===== config.mk =====
export PLATFORM = sky130hd
export DESIGN_NAME = psc_ctrl
export DESIGN_NICKNAME = d
export VERILOG_FILES = /design/src/core/psc_pkg.sv /design/src/core/psc_press_if.sv /design/src/core/psc_ctrl.sv /design/src/core/psc_press_timer.sv
export VERILOG_INCLUDE_DIRS = /design/src /design/src/core
export SDC_FILE = /design/constraint.sdc
export NUM_CORES = 1
export LEC_CHECK = 0
export BUFFER_PORTS_ARGS = -buffer_cell sky130_fd_sc_hd__buf_4
export CAP_MARGIN = 40
export CORE_ASPECT_RATIO = 0.7
export CORE_UTILIZATION = 45
export DETAILED_ROUTE_END_ITERATION = 8
export PLACE_DENSITY = 0.7
export SYNTH_ARGS = -nofsm -noshare
export SYNTH_HDL_FRONTEND = slang
export SYNTH_HIERARCHICAL = 1
export SYNTH_SLANG_ARGS = --single-unit

===== constraint.sdc =====
create_clock -name clk_sys -period 3.5 [get_ports clk_sys]
set_input_delay 0.35 -clock clk_sys [delete_from_list [all_inputs] [get_ports clk_sys]]
set_output_delay 0.35 -clock clk_sys [all_outputs]
set_load 0.02 [all_outputs]

===== src/core/psc_params.svh =====
// Constants for the power switch state controller.
// Assumes a 50 MHz system clock.
`ifndef PSC_PARAMS_SVH
`define PSC_PARAMS_SVH
`define PSC_CLK_HZ 50000000
`define PSC_LONG_PRESS_MS 4000
`define PSC_LONG_PRESS_CYC ((`PSC_CLK_HZ / 1000) * `PSC_LONG_PRESS_MS)
`define PSC_DEBOUNCE_US 10000
`define PSC_DEBOUNCE_CYC ((`PSC_CLK_HZ / 1000000) * `PSC_DEBOUNCE_US)
`define PSC_NUM_DEV 4
`define PSC_DEV_RST 4'h0
`define PSC_SYS_STATE_RST 2'h0
`define PSC_POWER_EN_RST 1'b0
`endif


===== src/core/psc_pkg.sv =====
// Types for the power switch state controller.
// Assumes nothing beyond the params header.
`default_nettype none
package psc_pkg;
  // Global power state
  typedef enum logic [1:0] {
    PSC_WORK = 2'b00,
    PSC_SLEEP = 2'b01,
    PSC_OFF = 2'b10
  } psc_state_e;
endpackage : psc_pkg
`default_nettype wire


===== src/core/psc_press_if.sv =====
// Interface carrying press events from the press timer to the state logic.
// Assumes one clock domain.
`timescale 1ns/10ps
`default_nettype none
interface psc_press_if;
  logic short_press; // One-cycle pulse on release before threshold
  logic long_press;  // One-cycle pulse when threshold is reached
  modport timer (output short_press, output long_press);
  modport ctrl (input short_press, input long_press);
endinterface : psc_press_if
`default_nettype wire


===== src/core/psc_ctrl.sv =====
// Power switch state controller top level.
// Holds the global state and the per-device low-power flags.
// Assumes a raw front-panel switch pin, idle high through a pull-up,
// and one-cycle software command strobes from logic on clk_sys.
`timescale 1ns/10ps
`default_nettype none
`include "psc_params.svh"
// Function
// - Short press: off to work, work/sleep toggle
// - Long press from work/sleep forces soft-off
// - Otherwise change states only on software command
// - One switch means power or sleep by context
// - Software sets per-device low-power states while working
module psc_ctrl #(
  parameter int DEBOUNCE_CYC = `PSC_DEBOUNCE_CYC,
  parameter int LONG_CYC = `PSC_LONG_PRESS_CYC
) (
  // Clock and reset
  input wire logic clk_sys,
  input wire logic rst_n,
  // Front-panel switch pin, low while pressed
  input wire logic pwr_sw_n,
  // Software system commands, one-cycle strobes
  input wire logic sw_cmd_sleep,
  input wire logic sw_cmd_wake,
  input wire logic sw_cmd_off,
  // Software device power command
  input wire logic dev_cmd_valid,
  input wire logic [`PSC_NUM_DEV-1:0] dev_cmd_lowpwr,
  // State outputs
  output logic [1:0] sys_state,
  output logic main_power_en,
  output logic [`PSC_NUM_DEV-1:0] dev_lowpwr
);

  // Switch pin synchroniser
  logic sw_meta; // First stage, read by the second stage only
  logic sw_sync; // Second stage, high while pressed

  // Global state
  psc_pkg::psc_state_e state; // Current global state
  psc_pkg::psc_state_e next_state; // State taken at the next edge

  // Switch requests that apply in the current state
  logic go_off_press; // Long press while working or sleeping
  logic go_toggle_press; // Short press, meaning chosen by the state

  // Software requests that apply in the current state
  logic go_off_cmd; // Soft-off asked for while working or sleeping
  logic go_sleep_cmd; // Sleep asked for while working
  logic go_work_cmd; // Wake asked for while sleeping

  // Per-device power bookkeeping
  logic entering_work; // Work begins at the next edge
  logic staying_work; // Work continues across the next edge
  logic dev_take; // A device command loads at the next edge
  wire logic [`PSC_NUM_DEV-1:0] next_dev_lowpwr; // Device flags after the next edge

  // Device flag value after reset and on every fresh start of work
  localparam logic [`PSC_NUM_DEV-1:0] DEV_RST = `PSC_DEV_RST;

  // Press events between the timer and the state logic
  psc_press_if press ();

  // True in the working state; state, device and output logic all ask this
  function automatic logic is_work(input psc_pkg::psc_state_e s);
    return s == psc_pkg::PSC_WORK;
  endfunction : is_work

  // True where a long press or a soft-off command has an effect
  function automatic logic is_live(input psc_pkg::psc_state_e s);
    return (s == psc_pkg::PSC_WORK) || (s == psc_pkg::PSC_SLEEP);
  endfunction : is_live

  // Target of a short press: working goes to sleep, anything else to work
  // Unused codes would also go to work; the case below never asks for them
  function automatic psc_pkg::psc_state_e toggle_of(input psc_pkg::psc_state_e s);
    psc_pkg::psc_state_e t;
    t = psc_pkg::PSC_WORK;
    if (s == psc_pkg::PSC_WORK) begin
      t = psc_pkg::PSC_SLEEP;
    end
    return t;
  endfunction : toggle_of

  // Two-flop synchroniser for the switch pin; the pin idles high, so the
  // reset value matches a released switch and no false press follows reset
  // Nothing but sw_sync reads sw_meta
  always_ff @(posedge clk_sys) begin
    if (!rst_n) begin
      sw_meta <= 1'b0;
      sw_sync <= 1'b0;
    end else begin
      sw_meta <= ~pwr_sw_n; // Invert: pressed becomes high
      sw_sync <= sw_meta;
    end
  end

  // Press duration measurement; debounce and both thresholds live here
  psc_press_timer #(
    .DEBOUNCE_CYC(DEBOUNCE_CYC),
    .LONG_CYC(LONG_CYC)
  ) u_timer (
    .clk_sys(clk_sys),
    .rst_n(rst_n),
    .sw_sync(sw_sync),
    .ev(press.timer)
  );

  // Qualify long presses and software strobes by the current state; a short press counts in every state
  always_comb begin
    // Switch events
    go_off_press = press.long_press && is_live(state);
    go_toggle_press = press.short_press;
    // Software strobes
    go_off_cmd = sw_cmd_off && is_live(state);
    go_sleep_cmd = sw_cmd_sleep && is_work(state);
    go_work_cmd = sw_cmd_wake && (state == psc_pkg::PSC_SLEEP);
  end

  // Priority, highest first:
  //   long press (fail-safe off)
  //   short press (power or sleep by state)
  //   software soft-off
  //   software sleep or wake
  // Next-state selection; switch events outrank software strobes, and a
  // long press outranks everything so the fail-safe off cannot be blocked
  always_comb begin
    next_state = state;
    case (state)
      psc_pkg::PSC_OFF: begin
        // Only a short press powers on; long presses and strobes are ignored
        if (go_toggle_press) begin
          next_state = toggle_of(state);
        end
      end
      psc_pkg::PSC_WORK: begin
        if (go_off_press) begin
          next_state = psc_pkg::PSC_OFF; // Fail-safe off
        end else if (go_toggle_press) begin
          next_state = toggle_of(state); // Short press sleeps
        end else if (go_off_cmd) begin
          next_state = psc_pkg::PSC_OFF; // Software soft-off
        end else if (go_sleep_cmd) begin
          next_state = psc_pkg::PSC_SLEEP; // Software sleep
        end
      end
      psc_pkg::PSC_SLEEP: begin
        if (go_off_press) begin
          next_state = psc_pkg::PSC_OFF; // Fail-safe off
        end else if (go_toggle_press) begin
          next_state = toggle_of(state); // Short press wakes
        end else if (go_off_cmd) begin
          next_state = psc_pkg::PSC_OFF; // Software soft-off
        end else if (go_work_cmd) begin
          next_state = psc_pkg::PSC_WORK; // Software wake
        end
      end
      default: begin
        // Unused code: fall back to soft-off
        next_state = psc_pkg::PSC_OFF;
      end
    endcase
  end

  // Global state register; comes up in soft-off
  // The enum covers three codes; the fourth is caught by the default branch
  always_ff @(posedge clk_sys) begin
    if (!rst_n) begin
      state <= psc_pkg::PSC_OFF;
    end else begin
      state <= next_state; // Every change but the unused-code fallback to soft-off was asked for
    end
  end

  // Device bookkeeping: when work starts afresh and when a command may load
  // A command in the same cycle as a state change is dropped, since the
  // change decides the flags on its own
  always_comb begin
    entering_work = is_work(next_state) && !is_work(state);
    staying_work = is_work(next_state) && is_work(state);
    dev_take = staying_work && dev_cmd_valid; // A command leaving work is dropped
  end

  // Next device flags, one slice per device
  // Each slice picks, in order: forced low power, fresh start, command, hold
  for (genvar d = 0; d < `PSC_NUM_DEV; d++) begin : g_dev
    // Outside work every device is held in low power; work restarts at reset value
    assign next_dev_lowpwr[d] = !is_work(next_state) ? 1'b1 :
      entering_work ? DEV_RST[d] :
      dev_take ? dev_cmd_lowpwr[d] : dev_lowpwr[d];
  end

  // Per-device power register; between state changes only software moves it
  always_ff @(posedge clk_sys) begin
    if (!rst_n) begin
      dev_lowpwr <= DEV_RST;
    end else begin
      dev_lowpwr <= next_dev_lowpwr;
    end
  end

  // Reported state; registered from the next state so it equals the state register
  // In reset it reads as the work code while power stays off until the first edge
  always_ff @(posedge clk_sys) begin
    if (!rst_n) begin
      sys_state <= `PSC_SYS_STATE_RST;
    end else begin
      sys_state <= next_state;
    end
  end

  // Main power enable; high only while working
  always_ff @(posedge clk_sys) begin
    if (!rst_n) begin
      main_power_en <= `PSC_POWER_EN_RST;
    end else begin
      main_power_en <= is_work(next_state);
    end
  end
endmodule : psc_ctrl
`default_nettype wire


===== src/core/psc_press_timer.sv =====
// Debounce and press-duration timer for the power switch.
// Assumes the switch input is already synchronised to clk_sys.
`timescale 1ns/10ps
`default_nettype none
`include "psc_params.svh"
module psc_press_timer #(
  parameter int DEBOUNCE_CYC = `PSC_DEBOUNCE_CYC,
  parameter int LONG_CYC = `PSC_LONG_PRESS_CYC
) (
  // Clock and reset
  input wire logic clk_sys,
  input wire logic rst_n,
  // Synchronised switch level, high while pressed
  input wire logic sw_sync,
  // Press events
  psc_press_if.timer ev
);
  logic sw_db;          // Debounced switch level
  logic [31:0] db_cnt;  // Stability counter
  logic [31:0] hold_cnt; // Press duration counter
  logic long_done;      // Long action already fired for this press

  // Debounce: accept a new level after it has been stable long enough
  always_ff @(posedge clk_sys) begin
    if (!rst_n) begin
      sw_db <= 1'b0;
      db_cnt <= 32'h0000_0000;
    end else if (sw_sync == sw_db) begin
      db_cnt <= 32'h0000_0000;
    end else if (db_cnt >= 32'(DEBOUNCE_CYC - 1)) begin
      sw_db <= sw_sync;
      db_cnt <= 32'h0000_0000;
    end else begin
      db_cnt <= db_cnt + 32'h0000_0001;
    end
  end

  // Hold counter and event pulses
  always_ff @(posedge clk_sys) begin
    if (!rst_n) begin
      hold_cnt <= 32'h0000_0000;
      long_done <= 1'b0;
      ev.short_press <= 1'b0;
      ev.long_press <= 1'b0;
    end else begin
      ev.short_press <= 1'b0;
      ev.long_press <= 1'b0;
      if (sw_db) begin
        // Count while held; fire long action at threshold
        if (!long_done) begin
          if (hold_cnt >= 32'(LONG_CYC - 1)) begin
            ev.long_press <= 1'b1;
            long_done <= 1'b1;
          end else begin
            hold_cnt <= hold_cnt + 32'h0000_0001;
          end
        end
      end else begin
        // Released: short action only if threshold not reached
        if (hold_cnt != 32'h0000_0000 && !long_done) begin
          ev.short_press <= 1'b1;
        end
        hold_cnt <= 32'h0000_0000;
        long_done <= 1'b0;
      end
    end
  end
endmodule : psc_press_timer
`default_nettype wire


======== After elaboration in Yosys (flattened, before gate mapping) ========
Cells that the tools add are included.
storage, ports and cells
  memory bits (writable) .................. 0
  ROM bits ................................ 0
  register bits ........................... 79
  word-level logic and storage cells ...... 71
  latch bits .............................. 0
  input bits .............................. 11
  memories kept ........................... 0
  output and inout port bits .............. 7
operators by class
  shift operators ......................... 0
  add/sub/neg operators ................... 2
  bitwise logic cells ..................... 6
  divide/modulo/power cells ............... 0
  multiplexer cells ....................... 25
  $mul .................................... 0
  order comparisons ....................... 2
  eq/ne operators ......................... 4
  reductions and logical operators ........ 20
operators by type and width
  operator               count
  $add 32x1->32 const B  2
  $ge 32x19->1 const B   1
  $ge 32x28->1 const B   1
  $reduce_bool 32->1     1
  $mux 2                 9
  $mux 1                 15
  $logic_and 1x1->1      8
  $not 1->1              6
  $pmux 2 s3             1
  $reduce_and 2->1       3
  $reduce_or 3->1        2
  $logic_not 2->1        2
  $ne 3x3->1 const B     1
  $eq 2x1->1 const B     1
  $eq 2x2->1 const B     1
  $logic_not 1->1        2
  $reduce_or 2->1        1
  $eq 1x1->1             1
  $logic_or 1x1->1       1

======== Depth between registers and ports, before layout ========
Gate-level depths: netlist of run 1.
  depth after elaboration ................. 13
  gate-level depth with buffers ........... 9
  gate-level depth less buffers ........... 7

======== Hierarchy ========
The synthesis of run 1 kept the hierarchy.
by module, submodules not included
  module           cells an instance  sequential area each (um^2)  times used  area each (um^2)
  psc_press_timer  321                1361.3                       1           2929.1
  psc_ctrl         38                 200.2                        1           385.4

======== Least setup slack after synthesis of run 1 ========
No wires, ideal clock.
  path type ............................... reg-to-reg
  start point ............................. register u_timer.hold_cnt[31]
  end point ............................... register u_timer.hold_cnt[17]
  path buffers ............................ 1
  arrival ................................. 2.153 ns
  data required time ...................... 3.372 ns
  library setup time ...................... 0.128 ns
  cell stages (with the launch flop) ...... 8
  slack ................................... 1.219 ns
  period minus slack after synthesis ...... 2.281 ns
  path through ............................ dfxtp_1 > or4_4 > or4_4 > a2111oi_4 > buf_6 > nor4_2 > xnor2_1 > nor2_1
on the way
  cells in the longest elaborated chain, start to end .. 3
RTL lines
  what                        RTL line               source
  start, declared             psc_press_timer.sv:20  logic [31:0] hold_cnt;
  start signal, assigned      psc_press_timer.sv:55  hold_cnt <= hold_cnt + 32'h0000_0001;
  $ge 32x28->1                psc_press_timer.sv:51  if (hold_cnt >= 32'(LONG_CYC - 1)) begin
  $not 1->1 (no line)         n/a
  $reduce_and 2->1 (no line)  n/a
No other way between the ends.
A chain may end at the register's enable or synchronous reset.

======== Final worst setup path of run 1 ========
  start point ............................. register u_timer.hold_cnt[11]
  end point ............................... register u_timer.hold_cnt[13]
on the way
  cells in the longest elaborated chain, start to end .. 3
  elaborated cells between the ends (all ways) .. 4
  those cells by class .................... add/sub: 1; order compare: 1; bitwise: 1; reduce/logical: 1
RTL lines
  what                        RTL line
  $ge 32x28->1                psc_press_timer.sv:51
  $not 1->1 (no line)         n/a
  $reduce_and 2->1 (no line)  n/a
Several ways; a longest one is shown, not always the timed one.

==> results of run 1 <==
[layer usage]
metal,part of all wire [%],routed length (um)
met1,52,3220
met2,40,2490
met3,6.3,390
met4,1.2,74
met5,0,0
[power groups by stage]
stage                     clock, mW  sequential, mW  combinational, mW
after floorplan                   0           0.929             0.0163
after global placement            0           0.926             0.0371
after detailed placement          0           0.927             0.0389
after CTS                     0.729           0.906             0.0392
after global routing          0.775           0.907             0.0432
final                         0.703           0.905             0.0391
[stage by stage]
stage,instances,power (mW)
after floorplan,371,0.945
after global placement,470,0.963
after detailed placement,472,0.966
after CTS,488,1.67
after global routing,488,1.73
final,488,1.65
[worst min-delay path by stage]
stage | slack, ps | start | endpoint | cells after the start
2_1_floorplan | 410 | sw_meta$_SDFF_PN0_ | sw_sync$_SDFF_PN0_ | 1
3_3_place_gp | 420 | sw_meta$_SDFF_PN0_ | sw_sync$_SDFF_PN0_ | 1
3_5_place_dp | 420 | sw_meta$_SDFF_PN0_ | sw_sync$_SDFF_PN0_ | 1
4_1_cts | 130 | pwr_sw_n | sw_meta$_SDFF_PN0_ | 2
5_1_grt | 130 | pwr_sw_n | sw_meta$_SDFF_PN0_ | 2
6_report | 150 | pwr_sw_n | sw_meta$_SDFF_PN0_ | 2
[worst reg2reg max path: cells and delay by family, from the launching register on]
kind                   cells  cell delay, ps
and+or+nand+nor            3            1340
AOI/OAI and AO/OA          3             490
DFF                        1             370
buffers and inverters      1             200
[cell type report]
class                      count  area, um2
clock buffer                   9        124
clock inverter                 7       87.6
fill                         639       3130
inverter                       8       30.0
multi-input combinational    271       1690
sequential                    78       1560
tap                           94        118
timing repair buffer          21        198
[registers in the layout, summed over array words and instances, names as in the netlist]
register,count
u_timer/long_done,1
u_timer/ev.short_press,1
u_timer/ev.long_press,1
u_timer/sw_db,1
sw_sync,1
sw_meta,1
sys_state,2
u_timer/hold_cnt,32
u_timer/db_cnt,32
main_power_en,1
state,1
dev_lowpwr,4
[Yosys cell counts, drive strengths merged (2+ instances only)]
| cell | count | area, um2 |
|---|---|---|
| nor2 | 62 | 233 |
| o21ai | 6 | 37.5 |
| dfxtp | 78 | 1560 |
| and2 | 3 | 18.8 |
| ha | 3 | 37.5 |
| nand4 | 11 | 68.8 |
| or3 | 2 | 17.5 |
| nor4b | 2 | 17.5 |
| a41o | 3 | 30.0 |
| o21a | 4 | 30.0 |
| and3 | 10 | 62.6 |
| a21oi | 2 | 10.0 |
| nand3 | 24 | 120 |
| buf | 6 | 43.8 |
| or4 | 4 | 37.5 |
| and4 | 7 | 61.3 |
| o31ai | 2 | 15.0 |
| nor3 | 19 | 110 |
| a31oi | 5 | 31.3 |
| xor2 | 11 | 96.3 |
| mux2i | 4 | 40.0 |
| a21o | 2 | 15.0 |
| clkbuf | 8 | 30.0 |
| xnor2 | 29 | 254 |
| inv | 8 | 30.0 |
| nand2 | 17 | 63.8 |
| nor4 | 18 | 150 |
| nand3b | 2 | 15.0 |
[cells in the final DEF (no fill, tap or decap), types with 4 or more instances in the layout]
cell type and count:
xnor2_1 29, nor3_1 16, conb_1 13, clkbuf_8 9, nor2_1 62, mux2i_1 4, nor4_1 12, a31oi_1 5
nand3_1 24, and3_1 10, dfxtp_1 78, nand2_1 17, inv_1 8, nand4_1 11, and4_1 7, buf_4 19
xor2_1 11, o21a_1 4, nor4_2 6
[logic make-up after synthesis]
| kind of cell | synth area share, % |
|---|---|
| and+or+nand+nor | 30.3 |
| DFF | 47.1 |
| xor gates and xnor gates | 10.6 |
| AOI/OAI and AO/OA | 6.42 |
| buffers and inverters | 3.13 |
| muxes | 1.21 |
| adders and majority gates | 1.13 |
| other | 0.113 |
==> flow_summary.toml, run 1 <==
[floorplan]
rows = 25
ioPinCount = 18
fp.dieH_um = 73.8
die_width_um = 105
core_um2 = 6940
start_util_pct = 47.7
dieArea_um2 = 7720

[final_layout]
drive_gt1_share_pct = 13.5
final_util_pct = 54.9
fin_nets = 403
diodes = 0
fin_area_um2 = 3810
syn2layout_area_growth_pct = 15.0

[global_routing]
grtUsageTotal_pct = 17.8
grtUsageMet2_pct = 25.5
antenna_found_initial = 0
grt_util_met1_pct = 24.5
top_usage_layer = "met2"
grt_max_degree = 22
grt_pass1_wl_um = 10600
grt_pass1_vias = 2225
met3_usage_pct = 6.21
grt-ovfl-total = 0

[timing]
fin_tns_setup_ps = 0
finClkSkew_ps = 8.37
setup_ws_ps = 995
period_minus_slack_ps = 2510
timing.fmax_mhz = 399
period_share_pct = 71.6
tightest_slew_ps = 835
rsz0062_at_grt = "false"
maxSlewHeadroom_pct = 43.9
timing.hold.ws_ps = 149
slew_violations = 0
setup_viol = 0
final_hold_viol_count = 0

[yosys]
ys_seq_elements = 78
synth_edf_count = 0
ys_warn_count = 6
yosysSeqAreaShare_pct = 47.1
synth.distinct_cells = 44
synthesis.area_um2 = 3310
synth_flop_cell = "dfxtp_1"
synth.avg_cell_area_um2 = 9.23
synthArstFlopShare_pct = 0
syn-instance-count = 359

[power]
leakage_nw = 1.37
p_seq_share_pct = 54.9
clkPwrFrac_pct = 42.7
p_per_area_nw_per_um2 = 432
vdd_drop_max_mv = 0.187
p_sw_uw = 382
p_comb_share_pct = 2.4
switching_share_pct = 23.2
p_int_mw = 1.27

[clock_tree]
clk_latency_ps = 350
clock_path_buffers = 2
path_clk_slew_ps = 90
cts_tree = "built"
h-tree-depth = 3
post-cts-setup-buffers = 0
cts_resized = 0
cts_inserted_buffers = 9
cts_hold_buf = 0
cts_sinks = 78
cts_root_buf = "clkbuf_8"

[route]
drt_pre_antenna_iters = 4
drc = 0
wl_per_cell_um = 12.7
vias = 2536
drt-initial-drc-count = 121
drt_wl_total_um = 6180
routed_via_density = 5.20
ant_nets = 0

[placement]
dp_hpwl_um = 4400
placed_area_um2 = 3600
place_ws_ps = 1030
io_buffer_count = 17
gp_congestion = 0.899

[worst_setup_path]
worstPathMaxFanout = 11
path_depth = 7
crit_buf_inv = 1
r2r_cells = 7
timing.rr.start = "u_timer/hold_cnt[11]$_SDFFE_PN0P_"
cpPeakStageDelay_ps = 570
crit_slowest_cell = "or4_1"
worstReg2RegEnd = "u_timer/hold_cnt[13]$_SDFFE_PN0P_"
criticalPathCategory = "flop to flop"
critPathCapture = "u_timer/hold_cnt[13]$_SDFFE_PN0P_"
endpoint_kind = "flop"
crit_required_ps = 3750
startpoint = "u_timer/hold_cnt[11]$_SDFFE_PN0P_"
start_kind = "flop"
path_cells = "or4_1, nor2_1, a2111oi_4, buf_4, nor4b_1, a31oi_1, a41o_1"
arrival_ps = 2760
reg2reg_slack_ps = 990
crit_family = "simple AND/OR/NAND/NOR gates"

[run]
maxCapViolCount = 0

[run_status]
status = "complete, no violations"

[hold_path]
hp-class = "primary input to flop"
No activity file was read; power rests on OpenSTA's default activity.
==> run 2: changes to the inputs <==
==> constraint.sdc (replaced) <==
create_clock -name clk_sys -period 2.4 [get_ports clk_sys]
set_input_delay 0.24 -clock clk_sys [delete_from_list [all_inputs] [get_ports clk_sys]]
set_output_delay 0.24 -clock clk_sys [all_outputs]
set_load 0.02 [all_outputs]
==> run 2 against run 1 <==
Count of clock-buffer cells in the layout stayed put; first-iteration DRC count up 17%; clock skew rose by 1.3 ps; worst setup slack got worse by 970 ps.
==> flow_summary.toml, run 2 (same netlist as run 1, synthesis figures left out) <==
[power]
leakage_nw = 1.37
p_per_area_nw_per_um2 = 632
vdd_drop_max_mv = 0.350
totalPowerFinal_mw = 2.41

[placement]
io_buffer_count = 17
dp_hpwl_um = 4430
placed_area_um2 = 3590
placed_cells = 476
gp_congestion = 0.846
place_ws_ps = -60.1

[route]
vias = 2557
drt_pre_antenna_iters = 4
drt-initial-drc-count = 142
wl_per_cell_um = 12.8
routed_via_density = 5.20
drt_wl_total_um = 6310
drc = 0
ant_nets = 0

[worst_setup_path]
criticalPathCategory = "flop to flop"
endpoint_kind = "flop"
worstReg2RegEnd = "u_timer/hold_cnt[22]$_SDFFE_PN0P_"
startpoint = "u_timer/hold_cnt[31]$_SDFFE_PN0P_"
r2r_cells = 7
critPathCapture = "u_timer/hold_cnt[22]$_SDFFE_PN0P_"
reg2reg_slack_ps = 30
start_kind = "flop"
arrival_ps = 2590
worstPathMaxFanout = 14
crit_required_ps = 2610
timing.rr.start = "u_timer/hold_cnt[31]$_SDFFE_PN0P_"

[clock_tree]
cts_root_buf = "clkbuf_8"
path_clk_slew_ps = 80
cts_hold_buf = 0
clock_path_buffers = 2
cts_inserted_buffers = 9
cts_tree = "built"
cts_sinks = 78
clk_latency_ps = 350
h-tree-depth = 3

[timing]
rsz0062_at_grt = "true"
period_share_pct = 98.9
period_minus_slack_ps = 2370
slew_violations = 0
maxSlewHeadroom_pct = 50.3
final_hold_viol_count = 0
finClkSkew_ps = 9.69
tightest_slew_ps = 744
setup_ws_ps = 25.4
timing.fmax_mhz = 421
setup_viol = 0

[final_layout]
layout_common_cells = "dfxtp_1, nor2_1, xnor2_1"
fin_area_um2 = 3810
final_common_cell = "dfxtp_1"
fillers = 630
fin_nets = 407
drive_gt1_share_pct = 14.3
largest_registers = "u_timer/db_cnt: 32 flops, u_timer/hold_cnt: 32 flops, dev_lowpwr: 4 flops"
instances_no_fill = 492
diodes = 0
final_util_pct = 54.8
syn2layout_area_growth_pct = 14.8

[floorplan]
fp.dieH_um = 73.8
core_um2 = 6940
rows = 25
die_width_um = 105
dieArea_um2 = 7720
start_util_pct = 47.7
ioPinCount = 18

[global_routing]
grt_pass1_wl_um = 10900
grt_max_degree = 23
antenna_found_initial = 0
grtUsageTotal_pct = 18.1
grt-ovfl-total = 0
grt_pass1_vias = 2327

[run]
maxCapViolCount = 0

[hold_path]
hp-class = "primary input to flop"

[run_status]
status = "complete, no violations"
[run 2: cell types whose count changed in the layout (fill, tap and decap cells not counted), sizes merged]
cell,previous run,this run
buf,21,25
[run 2: routing by layer]
layer | wire length, um | share of wire [%] | global-route usage [%]
met5 | 0 | 0 | 0
met3 | 409 | 6.5 | 5.68
met4 | 82 | 1.3 | 6.57
met2 | 2420 | 38 | 25.3
met1 | 3400 | 54 | 25.8
[run 2: repair_timing]
item | 4_1_cts | 5_1_grt
buffers inserted | 0 | 0
resized for setup | 1 | 0
gates cloned | 0 | 0
setup endpoints to repair | 14 | 22
pin swaps | 1 | 0
[run 2: per-stage QoR]
| step | hold WS [ps] | TNS, ps |
|---|---|---|
| finish | 38.1 | 0 |
| floorplan | 302 | 0 |
| global route | 20.5 | -1280 |
| detailed placement | 405 | -354 |
| CTS | 17.3 | 0 |
| global placement | 406 | 0 |
[run 2: worst max-delay path, cell delays in order, from the launching register on]
cell	delay, ps
dfxtp_1	310
or4_4	540
or4_4	450
a2111oi_4	370
buf_6	240
nor3_1	80
xnor2_1	190
nor2_1	50
[run 2: cell type report]
cell class / instances / area, um2 / area share, %
multi-input combinational: 271 / 1690 / 44.5
sequential: 78 / 1560 / 41.0
timing repair buffer: 25 / 191 / 5.03
clock buffer: 9 / 124 / 3.25
tap: 94 / 118 / 3.09
clock inverter: 7 / 87.6 / 2.30
inverter: 8 / 30.0 / 0.789
[run 2: where the power goes]
group	internal (mW)	switching, mW	leakage (nW)
combinational	0.0270	0.0283	0.635
sequential	1.31	0.00798	0.636
clock	0.505	0.525	0.102
[run 2: how the worst min path moves through the flow]
| stage | start | endpoint | slack (ps) | cells past startpoint |
|---|---|---|---|---|
| after floorplan | rst_n | state[1]$_SDFF_PN1_ | 300 | 1 |
| after global placement | pwr_sw_n | sw_meta$_SDFF_PN0_ | 410 | 2 |
| after detailed placement | pwr_sw_n | sw_meta$_SDFF_PN0_ | 400 | 2 |
| after CTS | pwr_sw_n | sw_meta$_SDFF_PN0_ | 20 | 2 |
| after global routing | pwr_sw_n | sw_meta$_SDFF_PN0_ | 20 | 2 |
| final | pwr_sw_n | sw_meta$_SDFF_PN0_ | 40 | 2 |
